<file path="src/verilog/tbc_pkg.sv">
// Operation
// - privilege-only bit blocks user trace RAM access
// - user or privileged taken from protection bit
// - write-privilege bit drops user register writes
// - register reads always succeed
// - enabled stop input clears trace enable
// - packet write in progress completes first
// - enabled start input sets trace enable
// - mask limits increment, wrap sets flag
// - circular region of 2^(mask+4) bytes
// - mask above eleven acts as eleven
// - watermark compared with pointer for actions
// - auto-halt sets halt bit, gated out
// - auto-stop clears trace enable on match
// - flow bit 2 reads zero, ignores writes
// - base register returns anchor minus quarter RAM
// - discovery registers hardwired to zero
// - enabled packets written then pointer incremented
// - pointer holds address bits 31:3
// - start blocked after watermark stop until rewrite
package tbc_pkg;
  localparam int PTR_W = 12;
  localparam int RAM_AW = 13;
  localparam int WORD_W = 32;
  localparam int PKT_W = 64;
  localparam int MASK_W = 5;
  localparam int HPROT_PRIV = 1;
  localparam logic [11:0] OFS_POSITION = 12'h000;
  localparam logic [11:0] OFS_MASTER = 12'h004;
  localparam logic [11:0] OFS_FLOW = 12'h008;
  localparam logic [11:0] OFS_BASE = 12'h00c;
  localparam logic [11:0] OFS_MODECTRL = 12'hf00;
  localparam logic [11:0] OFS_TAGSET = 12'hfa0;
  localparam logic [11:0] OFS_TAGCLEAR = 12'hfa4;
  localparam logic [11:0] OFS_LOCKACCESS = 12'hfb0;
  localparam int MST_EN = 31;
  localparam int MST_HALT = 9;
  localparam int MST_RAM_PRIV = 8;
  localparam int MST_WPRIV = 7;
  localparam int MST_STOPEN = 6;
  localparam int MST_STARTEN = 5;
  localparam int MST_MASK_LSB = 0;
  localparam logic [MASK_W-1:0] MASK_MAX = 5'h0b;
  localparam int FLOW_WM_LSB = 3;
  localparam int FLOW_RSVD = 2;
  localparam int FLOW_AUTOHALT = 1;
  localparam int FLOW_AUTOSTOP = 0;
  localparam int POS_PTR_LSB = 3;
  localparam int POS_WRAP = 2;
  localparam logic [31:0] MASTER_RST = 32'h0000_0000;
  localparam logic [31:0] FLOW_RST = 32'h0000_0000;
  localparam logic [PTR_W-1:0] PTR_RST = 12'h000;
  localparam logic [31:0] MASTER_WMASK = 32'h8000_03ff;
  localparam logic [31:0] FLOW_WMASK = 32'hffff_fffb;
  localparam logic [31:0] RAM_SIZE_BYTES = 32'h0000_4000;
  localparam logic [31:0] BASE_ANCHOR = 32'h2000_0000;
  localparam logic [31:0] TRACE_BASE = BASE_ANCHOR - (RAM_SIZE_BYTES >> 2);
  localparam logic [31:0] HARDWIRED = 32'h0000_0000;
  typedef enum logic [3:0] {B_IDLE = 4'h1, B_RD1 = 4'h2, B_RD2 = 4'h4, B_RD3 = 4'h8} tbc_bus_st_t;
  typedef enum logic [2:0] {W_IDLE = 3'h1, W_LO = 3'h2, W_HI = 3'h4} tbc_wr_st_t;
endpackage

</file>
<file path="src/verilog/tbc_stream_if.sv">
`timescale 1ns/1ps
interface tbc_stream_if;
  logic valid;
  logic ready;
  logic [tbc_pkg::PKT_W-1:0] data;
  modport src (output valid, output data, input ready);
  modport snk (input valid, input data, output ready);
endinterface

</file>
<file path="src/verilog/tbc_top.sv">
`timescale 1ns/1ps
module tbc_top (
  input wire logic clock_in,
  input wire logic sys_rst_in,
  input wire logic hsel_reg_in,
  input wire logic hsel_ram_in,
  input wire logic [31:0] haddr_in,
  input wire logic [1:0] htrans_in,
  input wire logic hwrite_in,
  input wire logic [3:0] hprot_in,
  input wire logic [31:0] hwdata_in,
  input wire logic hready_in,
  output logic [31:0] hrdata_out,
  output logic hreadyout_out,
  output logic ram_en_out,
  output logic ram_we_out,
  output logic [tbc_pkg::RAM_AW-1:0] ram_addr_out,
  output logic [tbc_pkg::WORD_W-1:0] ram_wdata_out,
  input wire logic [tbc_pkg::WORD_W-1:0] ram_rdata_in,
  input wire logic trace_valid_in,
  input wire logic [tbc_pkg::PKT_W-1:0] trace_data_in,
  output logic trace_ready_out,
  input wire logic trace_start_input_in,
  input wire logic trace_stop_input_in,
  input wire logic invasive_debug_enable_in,
  output logic debug_halt_request_out
);
  import tbc_pkg::*;

  tbc_stream_if pk ();
  tbc_bus_st_t bus_st_q, bus_st_d;
  tbc_wr_st_t wr_st_q, wr_st_d;
  logic ap_valid_q, ap_valid_d, ap_write_q, ap_write_d;
  logic ap_ram_q, ap_ram_d, ap_priv_q, ap_priv_d;
  logic [11:0] ap_ofs_q, ap_ofs_d;
  logic [RAM_AW-1:0] ap_raddr_q, ap_raddr_d;
  logic [31:0] hrdata_q, hrdata_d, reg_rdata;
  logic hready_q, hready_d;
  logic [31:0] master_q, master_d, flow_q, flow_d;
  logic [PTR_W-1:0] ptr_q, ptr_d, next_ptr, keep;
  logic wrap_q, wrap_d, wrap_hit, wm_block_q, wm_block_d, dbg_req_q, dbg_req_d;
  logic ram_en_q, ram_en_d, ram_we_q, ram_we_d, bus_we_q, bus_we_d;
  logic [RAM_AW-1:0] ram_addr_q, ram_addr_d;
  logic [WORD_W-1:0] ram_wdata_q, ram_wdata_d;
  logic addr_take, priv_req, dp_reg_wr, dp_ram_wr, sw_pos_wr;
  logic bus_claim, wr_go, step, wm_match;

  tbc_skid_buf u_buf (
    .clock_in(clock_in),
    .sys_rst_in(sys_rst_in),
    .valid_in(trace_valid_in),
    .data_in(trace_data_in),
    .ready_out(trace_ready_out),
    .out(pk)
  );

  tbc_ptr_step u_step (
    .ptr_in(ptr_q),
    .mask_in(master_q[MST_MASK_LSB +: MASK_W]),
    .next_out(next_ptr),
    .wrap_out(wrap_hit),
    .keep_out(keep)
  );

  assign addr_take = hready_in & htrans_in[1] & (hsel_reg_in | hsel_ram_in);
  assign priv_req = hprot_in[HPROT_PRIV];
  assign dp_reg_wr = ap_valid_q & ap_write_q & ~ap_ram_q
                   & (ap_priv_q | ~master_q[MST_WPRIV]);
  assign dp_ram_wr = ap_valid_q & ap_write_q & ap_ram_q
                   & (ap_priv_q | ~master_q[MST_RAM_PRIV]);
  assign sw_pos_wr = dp_reg_wr & (ap_ofs_q == OFS_POSITION);
  assign bus_claim = dp_ram_wr | (bus_st_q == B_RD1);
  assign wr_go = ~bus_claim & ((wr_st_q == W_LO) | (wr_st_q == W_HI));
  assign step = (wr_st_q == W_HI) & wr_go;
  // watermark and pointer share the address-bits-31:3 format
  assign wm_match = ({{(32 - FLOW_WM_LSB - PTR_W){1'b0}}, ptr_q}
                    == flow_q[31:FLOW_WM_LSB]);
  // trace packets are drained and dropped while tracing is off
  assign pk.ready = step | ((wr_st_q == W_IDLE) & ~master_q[MST_EN]);

  always_comb
  begin
    case (haddr_in[11:0])
      OFS_POSITION: reg_rdata = {{(32 - POS_PTR_LSB - PTR_W){1'b0}}, ptr_q, wrap_q, 2'h0};
      OFS_MASTER: reg_rdata = master_q;
      OFS_FLOW: reg_rdata = flow_q;
      OFS_BASE: reg_rdata = TRACE_BASE;
      default: reg_rdata = HARDWIRED;
    endcase
  end

  // bus slave: address capture, read data and RAM read wait states
  always_comb
  begin
    ap_valid_d = addr_take & (bus_st_q == B_IDLE);
    ap_write_d = ap_write_q;
    ap_ram_d = ap_ram_q;
    ap_priv_d = ap_priv_q;
    ap_ofs_d = ap_ofs_q;
    ap_raddr_d = ap_raddr_q;
    hrdata_d = hrdata_q;
    hready_d = 1'b1;
    bus_st_d = bus_st_q;
    case (bus_st_q)
      B_IDLE:
      begin
        if (addr_take)
        begin
          ap_write_d = hwrite_in;
          ap_ram_d = hsel_ram_in;
          ap_priv_d = priv_req;
          ap_ofs_d = haddr_in[11:0];
          ap_raddr_d = haddr_in[RAM_AW+1:2];
          if (!hwrite_in && hsel_ram_in)
          begin
            if (priv_req || !master_q[MST_RAM_PRIV])
            begin
              bus_st_d = B_RD1;
              hready_d = 1'b0;
            end
            else
            begin
              hrdata_d = HARDWIRED;
            end
          end
          else if (!hwrite_in)
          begin
            hrdata_d = reg_rdata;
          end
        end
      end
      B_RD1:
      begin
        bus_st_d = B_RD2;
        hready_d = 1'b0;
      end
      B_RD2:
      begin
        bus_st_d = B_RD3;
        hready_d = 1'b0;
      end
      B_RD3:
      begin
        hrdata_d = ram_rdata_in;
        bus_st_d = B_IDLE;
      end
      default:
      begin
        bus_st_d = B_IDLE;
      end
    endcase
  end

  // RAM port: bus accesses take precedence over trace writes
  always_comb
  begin
    ram_en_d = 1'b0;
    ram_we_d = 1'b0;
    bus_we_d = 1'b0;
    ram_addr_d = ram_addr_q;
    ram_wdata_d = ram_wdata_q;
    wr_st_d = wr_st_q;
    if (dp_ram_wr)
    begin
      ram_en_d = 1'b1;
      ram_we_d = 1'b1;
      bus_we_d = 1'b1;
      ram_addr_d = ap_raddr_q;
      ram_wdata_d = hwdata_in;
    end
    else if (bus_st_q == B_RD1)
    begin
      ram_en_d = 1'b1;
      ram_addr_d = ap_raddr_q;
    end
    else if (wr_go)
    begin
      ram_en_d = 1'b1;
      ram_we_d = 1'b1;
      ram_addr_d = {ptr_q, (wr_st_q == W_HI)};
      ram_wdata_d = (wr_st_q == W_HI) ? pk.data[63:32] : pk.data[31:0];
    end
    case (wr_st_q)
      W_IDLE:
      begin
        if (pk.valid && master_q[MST_EN])
        begin
          wr_st_d = W_LO;
        end
      end
      W_LO:
      begin
        if (wr_go)
        begin
          wr_st_d = W_HI;
        end
      end
      W_HI:
      begin
        // a started packet ends even if tracing stopped meanwhile
        if (wr_go)
        begin
          wr_st_d = W_IDLE;
        end
      end
      default:
      begin
        wr_st_d = W_IDLE;
      end
    endcase
  end

  // control registers and their hardware updates
  always_comb
  begin
    master_d = master_q;
    flow_d = flow_q;
    ptr_d = ptr_q;
    wrap_d = wrap_q;
    wm_block_d = wm_block_q;
    if (step)
    begin
      ptr_d = next_ptr;
    end
    if (dp_reg_wr)
    begin
      case (ap_ofs_q)
        OFS_MASTER: master_d = hwdata_in & MASTER_WMASK;
        OFS_FLOW:
        begin
          flow_d = hwdata_in & FLOW_WMASK;
          wm_block_d = 1'b0;
        end
        OFS_POSITION:
        begin
          ptr_d = hwdata_in[POS_PTR_LSB +: PTR_W];
          wrap_d = hwdata_in[POS_WRAP];
          wm_block_d = 1'b0;
        end
        default: ;
      endcase
    end
    if (step && wrap_hit)
    begin
      wrap_d = 1'b1;
    end
    if (master_q[MST_STARTEN] && trace_start_input_in && !wm_block_q)
    begin
      master_d[MST_EN] = 1'b1;
    end
    if (master_q[MST_STOPEN] && trace_stop_input_in)
    begin
      master_d[MST_EN] = 1'b0;
    end
    if (flow_q[FLOW_AUTOSTOP] && wm_match)
    begin
      master_d[MST_EN] = 1'b0;
      if (master_q[MST_EN])
      begin
        wm_block_d = 1'b1;
      end
    end
    if (flow_q[FLOW_AUTOHALT] && wm_match)
    begin
      master_d[MST_HALT] = 1'b1;
    end
    dbg_req_d = master_q[MST_HALT] & invasive_debug_enable_in;
  end

  always_ff @(posedge clock_in)
  begin
    if (sys_rst_in)
    begin
      bus_st_q <= B_IDLE;
      wr_st_q <= W_IDLE;
      ap_valid_q <= 1'b0;
      ap_write_q <= 1'b0;
      ap_ram_q <= 1'b0;
      ap_priv_q <= 1'b0;
      ap_ofs_q <= 12'h000;
      ap_raddr_q <= '0;
      hrdata_q <= 32'h0000_0000;
      hready_q <= 1'b1;
      master_q <= MASTER_RST;
      flow_q <= FLOW_RST;
      ptr_q <= PTR_RST;
      wrap_q <= 1'b0;
      wm_block_q <= 1'b0;
      dbg_req_q <= 1'b0;
      ram_en_q <= 1'b0;
      ram_we_q <= 1'b0;
      bus_we_q <= 1'b0;
      ram_addr_q <= '0;
      ram_wdata_q <= 32'h0000_0000;
    end
    else
    begin
      bus_st_q <= bus_st_d;
      wr_st_q <= wr_st_d;
      ap_valid_q <= ap_valid_d;
      ap_write_q <= ap_write_d;
      ap_ram_q <= ap_ram_d;
      ap_priv_q <= ap_priv_d;
      ap_ofs_q <= ap_ofs_d;
      ap_raddr_q <= ap_raddr_d;
      hrdata_q <= hrdata_d;
      hready_q <= hready_d;
      master_q <= master_d;
      flow_q <= flow_d;
      ptr_q <= ptr_d;
      wrap_q <= wrap_d;
      wm_block_q <= wm_block_d;
      dbg_req_q <= dbg_req_d;
      ram_en_q <= ram_en_d;
      ram_we_q <= ram_we_d;
      bus_we_q <= bus_we_d;
      ram_addr_q <= ram_addr_d;
      ram_wdata_q <= ram_wdata_d;
    end
  end

  assign hrdata_out = hrdata_q;
  assign hreadyout_out = hready_q;
  assign ram_en_out = ram_en_q;
  assign ram_we_out = ram_we_q;
  assign ram_addr_out = ram_addr_q;
  assign ram_wdata_out = ram_wdata_q;
  assign debug_halt_request_out = dbg_req_q;
endmodule

</file>
<file path="src/verilog/tbc_ptr_step.sv">
`timescale 1ns/1ps
module tbc_ptr_step (
  input wire logic [tbc_pkg::PTR_W-1:0] ptr_in,
  input wire logic [tbc_pkg::MASK_W-1:0] mask_in,
  output logic [tbc_pkg::PTR_W-1:0] next_out,
  output logic wrap_out,
  output logic [tbc_pkg::PTR_W-1:0] keep_out
);
  import tbc_pkg::*;
  logic [MASK_W-1:0] eff;
  logic [PTR_W-1:0] low_mask;
  logic [PTR_W-1:0] inc;
  assign eff = (mask_in > MASK_MAX) ? MASK_MAX : mask_in;
  genvar i;
  generate
    for (i = 0; i < PTR_W; i++)
    begin : g_mask
      // region of 2^(eff+4) bytes is 2^(eff+1) packets
      assign low_mask[i] = (5'(i) <= eff);
    end
  endgenerate
  assign inc = (ptr_in & low_mask) + 12'h001;
  assign next_out = (inc & low_mask) | (ptr_in & ~low_mask);
  assign wrap_out = ((ptr_in & low_mask) == low_mask);
  assign keep_out = ~low_mask;
endmodule

</file>
<file path="src/verilog/tbc_skid_buf.sv">
`timescale 1ns/1ps
module tbc_skid_buf (
  input wire logic clock_in,
  input wire logic sys_rst_in,
  input wire logic valid_in,
  input wire logic [tbc_pkg::PKT_W-1:0] data_in,
  output logic ready_out,
  tbc_stream_if.src out
);
  import tbc_pkg::*;
  logic [PKT_W-1:0] mem_q [2];
  logic [PKT_W-1:0] mem_d [2];
  logic [1:0] cnt_q, cnt_d;
  logic wr_q, wr_d, rd_q, rd_d, rdy_q, rdy_d;
  logic push, pop;
  assign push = valid_in & rdy_q;
  assign pop = out.valid & out.ready;
  assign out.valid = (cnt_q != 2'h0);
  assign out.data = mem_q[rd_q];
  assign ready_out = rdy_q;
  always_comb
  begin
    for (int k = 0; k < 2; k++)
    begin
      mem_d[k] = (push && (wr_q == 1'(k))) ? data_in : mem_q[k];
    end
    cnt_d = cnt_q + {1'b0, push} - {1'b0, pop};
    wr_d = wr_q ^ push;
    rd_d = rd_q ^ pop;
    rdy_d = (cnt_d != 2'h2);
  end
  always_ff @(posedge clock_in)
  begin
    mem_q <= mem_d;
    if (sys_rst_in)
    begin
      cnt_q <= 2'h0;
      wr_q <= 1'b0;
      rd_q <= 1'b0;
      rdy_q <= 1'b0;
    end
    else
    begin
      cnt_q <= cnt_d;
      wr_q <= wr_d;
      rd_q <= rd_d;
      rdy_q <= rdy_d;
    end
  end
endmodule

</file>
<file path="config.mk">
export PLATFORM = sky130hd
export DESIGN_NAME = tbc_top
export DESIGN_NICKNAME = d
export VERILOG_FILES = /design/src/verilog/tbc_pkg.sv /design/src/verilog/tbc_stream_if.sv /design/src/verilog/tbc_top.sv /design/src/verilog/tbc_ptr_step.sv /design/src/verilog/tbc_skid_buf.sv
export SDC_FILE = /design/constraint.sdc
export NUM_CORES = 1
export LEC_CHECK = 0
export ABC_AREA = 1
export BUFFER_PORTS_ARGS = -buffer_cell sky130_fd_sc_hd__buf_2
export CORE_AREA = 10 10 190 192
export CTS_CLUSTER_DIAMETER = 200
export DETAILED_ROUTE_END_ITERATION = 16
export DIE_AREA = 0 0 200 202
export PLACE_DENSITY = 0.73
export RECOVER_POWER = 100
export SYNTH_ARGS = -nofsm -noshare
export SYNTH_HDL_FRONTEND = slang
export SYNTH_SLANG_ARGS = --single-unit
</file>
<file path="constraint.sdc">
create_clock -name clock_in -period 2.5 [get_ports clock_in]
set_input_delay 0.25 -clock clock_in [delete_from_list [all_inputs] [get_ports clock_in]]
set_output_delay 0.25 -clock clock_in [all_outputs]
set_load 0.01 [all_outputs]
</file>
Word level (Yosys, flattened, before mapping)
Index checks and enable logic that the tools add are counted.

Flip-flop bits (word level): 306. Logic and storage cells: 190. Output and inout bits: 82. Input port bits: 176.

Bitwise logic cells: 34. Add/sub/neg operators: 3. Reduce and logical (&&, ||, !) cells: 39. Magnitude comparators: 14. Eq/ne operators: 24. Mux-type cells: 48.

Operator list (count): $mux W32 (10); $mux W64 (3); $pmux W32 S4 (1); $pmux W32 S2 (1); $mux W13 (3); $and A12 B12 Y12 (3); $eq A12 B4 Y1 const B (3); $mux W12 (3); $eq A12 B29 Y1 (1); $eq A12 B3 Y1 const B (2); $logic_not A12 Y1 (2); $le A3 B5 Y1 const A (4); $le A4 B5 Y1 const A (4); $reduce_bool A2 Y1 (9); $mux W1 (17); $and A1 B1 Y1 (14); $reduce_and A2 Y1 (7); $add A12 B1 Y12 const B (1); $eq A12 B12 Y1 (1); $mux W4 (3); $not A12 Y12 (1); $or A12 B12 Y12 (1); $pmux W4 S3 (1); $le A1 B5 Y1 const A (2); 32 further kinds (65).

Longest topological paths before layout
Word-level depth: 11. Mapped depth: 14. Gate-level depth less buffers: 14.

By module
From an unflattened synthesis, not the netlist that was laid out.

Cells, all modules: 1614. Area, all modules: 13584.3 µm².

Modules (own cells, without submodules): tbc_top (cells each 1117, times used 1, seq. area each 3263.1 µm², area an instance 7955.1 µm²); tbc_skid_buf (cells each 374, times used 1, seq. area each 3943.8 µm², area an instance 4974.8 µm²); tbc_ptr_step (cells each 123, times used 1, seq. area each 0.0 µm², area an instance 654.4 µm²).

Least setup slack after synthesis
No wires, ideal clock.

Kind: register to register. Start: reg u_buf.rdy_q (netlist: u_buf.ready_out). End: reg u_buf.mem_q[0] (netlist name) (enable). Data required time: 2.071 ns. Path slack: 0.010 ns. Setup time: 0.429 ns. Period minus slack after synthesis: 2.490 ns. Buffers on the path: 0. Stages on the path, launching flop included: 4. Arrival time: 2.061 ns. Path through: dfxtp_1 > nand2_1 > inv_1 > ha_1.

Longest elaborated chain between the ends: 2.

RTL lines: start: declaration (RTL line tbc_skid_buf.sv:14) `logic wr_q, wr_d, rd_q, rd_d, rdy_q, rdy_d;`; start signal: assignment (RTL line tbc_skid_buf.sv:47) `rdy_q <= rdy_d;`; $and A1 B1 Y1 (RTL line tbc_skid_buf.sv:16) `assign push = valid_in & rdy_q;`; $logic_and A1 B1 Y1 (RTL line tbc_skid_buf.sv:25) `mem_d[k] = (push && (wr_q == 1'(k))) ? data_in : mem_q[k];`; end signal: assignment (RTL line tbc_skid_buf.sv:34) `mem_q <= mem_d;`; end: declaration (RTL line tbc_skid_buf.sv:11) `logic [PKT_W-1:0] mem_q [2];`.

No other way between the ends. A chain may end at the register's enable or synchronous reset.

Final worst setup path
Start: reg master_q[8]. End: reg hrdata_q[4] (netlist: hrdata_out[4]).

Longest elaborated chain between the ends: 4.

RTL lines: start: declaration (RTL line tbc_top.sv:39) `logic [31:0] master_q, master_d, flow_q, flow_d;`; start signal: assignment (RTL line tbc_top.sv:308) `master_q <= master_d;`; $logic_not A1 Y1 (RTL line tbc_top.sv:116) `if (priv_req || !master_q[MST_RAM_PRIV])`; $logic_or A1 B1 Y1 (RTL line tbc_top.sv:116); $ne A3 B3 Y1 (no line); $reduce_and A4 Y1 (no line); end signal: assignment (RTL line tbc_top.sv:306) `hrdata_q <= hrdata_d;`; end: declaration (RTL line tbc_top.sv:37) `logic [31:0] hrdata_q, hrdata_d, reg_rdata;`.

No other way between the ends.

==> impl_results.md <==
- Worst EP arrival: roughly 2700 ps
- Chip width: about 200 um
- Vias per inst: roughly 5.1
- Initial core utilization: around two fifths
- Placed cell count: between 2000 and 2500
- Hold path cells: 5
- Max-capacitance violation count: 0
- Final setup violating endpoints: 0
- CP peak stage delay: approximately 510 ps
- CP required: approximately 3000 ps
- Synthesized cell area: between 10000 and 15000 um2
- Pre-antenna DRT Iters: 5
- Yosys warning count: 0
- Number of global-route vias before repair: 11524
- Fin Hold WS: -3.92 ps
- CTS H-tree lvls: 1
- Die extent in y: ~200 um
- P_sw: 0.00353 W
- R2r setup slk: 330 ps
- Reg2Reg Depth: 7
- RSZ-0062 raised after global routing: false
- Crit start category: register
- Port bufs: ~240
- Register area share after synthesis: 56.2%
- Postcts setup bufs: 0
- Max-slew headroom: a little over a third
- Top Ports: 258
- Initial antenna violation count: 1
- Final nets: between 2000 and 2500
- CTS tree: yes
- Die ar.: ~40000 um2
- 1st-iter DRT viols: 803
- Crit-path slowest cell: nor3_2
- Root Buffer: clkbuf_16
- Sequential power share: a little under half
- Clock Skew: approximately 19 ps
- Detailed-route via count: ~12000
- Cts bufs inserted: 31
- # resized after CTS: 0
- Multi-input logic area: about 4700 um2
- Clock power share: around 36%
- Total clock sinks: between 200 and 300
- Hold Path End: hrdata_out[30]$_SDFFE_PP0P_
- Register area: just over 7000 um2
- Final Cycle Share: 86.6%
- RR Endpoint: hrdata_out[4]$_SDFFE_PP0P_
- Hold Crit Class: in2reg
- Pwr per Cell Area: approximately 750 nW/um2
- Drt drc: 0
- WL/cell: between 15 and 20 um
- Peak Freq: 0.462 GHz
- CP max FO: 17
- Hold-fix buffers, CTS: around 110
- Worst-Margin Slew: 965 ps
- Area growth from synthesis to layout: 27.7%
- Fill count: between 3000 and 4000
- Sum Neg Setup Slack: 0 ps
- Synth Instances: 1525
- Failing checks: negative hold slack
- HP Start: ram_rdata_in[30]
- CORE AREA: approximately 32000 um2
- LEAKAGE: ~6.6 nW
- Layout Cells excl Fill: approximately 2300
- VDD IR-drop max: approximately 0.62 mV
- Minimum clock period: approximately 2200 ps
- Worst r2r src: master_q[8]$_SDFFE_PP0P_
- GRT Total Usage: 20.3%
- Clk buf depth: 3
- First-pass GRT wire length: 65000 um
- Synth unique cells: between 40 and 50
- Largest net degree at the start of global routing: 65
- Synthesis-stage register bit count: between 200 and 300
- Remaining Overflow, GRT: 0
- Site Rows: 66
- Routed Wire Length: 42200 um
- Clock transition at path regs: 60 ps
- Element type at the critical path end: register
- CP cell instances: inv_1, o21ai_0, nand3_2, clkbuf_2, nor3_2, a21oi_1, nor2_1
- Syn_area_per_cell: 8.40 um2
- Outcome: finished, violations left
- Pint: around 0.009 W
- Clock latency on the worst-skew pair: 590 ps
- Part of the power in combinational logic: approximately 17%
- Fin. Hold Viols: 1
- HPWL Detailed: 29200 um
- Critical path type: reg2reg
- Share of cells above drive strength 1: about a tenth
- Final slew viol count: 0
- Net Sw Frac: 28.7%
- Antenna-violating nets left: 0
- Routability congestion estimate: between 0.9 and 1
[synth_stat cells (all sizes together)]
cell	count	area [um2]
nand2	351	1320
o21ai	126	634
a21o	1	7.51
clkbuf	53	200
inv	154	578
o311ai	1	8.76
a22oi	1	7.51
xor2	2	17.5
edfxtp	128	3840
nand4	21	131
a31oi	23	144
o211ai	21	158
nor2	126	508
nor3	8	56.3
clkinv	1	3.75
o22ai	3	18.8
a221oi	1	8.76
nand3b	3	22.5
and3	1	6.26
buf	27	138
xnor2	5	43.8
ha	7	87.6
nor4	1	6.26
a211oi	1	7.51
conb	1	3.75
o221ai	4	35.0
nand3	204	1040
a21oi	81	405
or2	1	6.26
dfxtp	168	3360
[layout by cell type (no fill, tap or decap), types with 4 or more instances in the layout]
master	synthesis	final
a21oi_1	81	81
a31oi_1	23	23
buf_2	20	100
buf_4	1	19
clkbuf_1	52	149
clkbuf_16	0	31
clkbuf_8	0	7
clkinv_2	0	7
dfxtp_1	168	168
dlygate4sd3_1	0	112
edfxtp_1	128	128
ha_1	7	7
inv_1	149	149
inv_2	5	6
nand2_1	350	350
nand3_1	201	203
nand4_1	21	21
nor2_1	120	120
nor3_1	6	7
o211ai_1	21	21
o21ai_0	113	115
o21ai_1	12	10
o221ai_1	4	4
xnor2_1	5	5
[power groups by stage]
stage                     Sequential, W  Combinational [W]  Clock [W]
after floorplan                 0.00583            0.00119          0
after global placement          0.00579            0.00200          0
after detailed placement        0.00581            0.00206          0
after CTS                       0.00571            0.00220    0.00451
after global routing            0.00575            0.00235    0.00471
final                           0.00572            0.00210    0.00446
[stage by stage]
step	setup slack, ps	total power [W]	hold WS [ps]	util [%]	instance area (um2)
floorplan	9.77	0.00702	349	-	12800
global placement	383	0.00779	438	45.0	14500
detailed placement	347	0.00786	441	45.0	14500
CTS	354	0.0124	0.445	51.5	16600
global route	152	0.0128	10.8	50.7	16400
finish	335	0.0123	-3.92	50.7	16400
[layout make-up]
cell class | count | share of cell area, %
clock inverter | 11 | 0.459
tap | 442 | 3.38
timing repair buffer | 378 | 14.5
inverter | 155 | 3.56
sequential | 296 | 44.1
clock buffer | 47 | 5.54
antenna | 2 | 0.0306
multi-input combinational | 995 | 28.5
[flip-flops by register name, summed over array words and instances, names as in the netlist, 2 cells and up]
| name | count |
|---|---|
| u_buf.mem_q | 128 |
| hrdata_out | 32 |
| ram_wdata_out | 32 |
| flow_q | 31 |
| ram_addr_out | 13 |
| ptr_q | 12 |
| ap_ofs_q | 11 |
| master_q | 11 |
| ap_raddr_q | 4 |
| bus_st_q | 4 |
| wr_st_q | 3 |
| u_buf.cnt_q | 2 |
[how the worst max path moves through the flow]
stage	startpoint	to	slack [ps]	cells past startpoint
after floorplan	u_buf.ready_out$_SDFF_PP0_	u_buf.mem_q[0]$_DFFE_PP_	10	3
after global placement	ap_ram_q$_SDFFE_PP0P_	u_buf.ready_out$_SDFF_PP0_	380	12
after detailed placement	ap_ram_q$_SDFFE_PP0P_	u_buf.ready_out$_SDFF_PP0_	350	12
after CTS	ap_ram_q$_SDFFE_PP0P_	u_buf.ready_out$_SDFF_PP0_	350	12
after global routing	master_q[8]$_SDFFE_PP0P_	hrdata_out[4]$_SDFFE_PP0P_	150	7
final	master_q[8]$_SDFFE_PP0P_	hrdata_out[4]$_SDFFE_PP0P_	330	7
[cell families after synthesis]
family	count (synthesis)	synth area share, %
AND/OR/NAND/NOR	716	24.2
flip-flops	296	56.2
AO/OA/AOI/OAI	263	11.2
buffers and inverters	235	7.18
XOR/XNOR	7	0.478
adder cells (fa/ha/maj)	7	0.683
other	1	0.0293
[critical path: cells and delay by family (launching register included)]
| kind | cells | cell delay (ps) |
|---|---|---|
| AND/OR/NAND/NOR | 3 | 830 |
| flip-flops | 1 | 360 |
| buffers and inverters | 2 | 390 |
| AO/OA/AOI/OAI | 2 | 520 |
[metal layers]
layer | global-route usage [%] | wire, um | up-vias
met3 | 3.59 | 3130 | 87
met4 | 6.55 | 1350 | 2
met1 | 25.5 | 17200 | 5498
met5 | 0 | 13 | -
li1 | - | - | 5789
met2 | 34.2 | 20500 | 441
(Power assumes the default switching activity.)
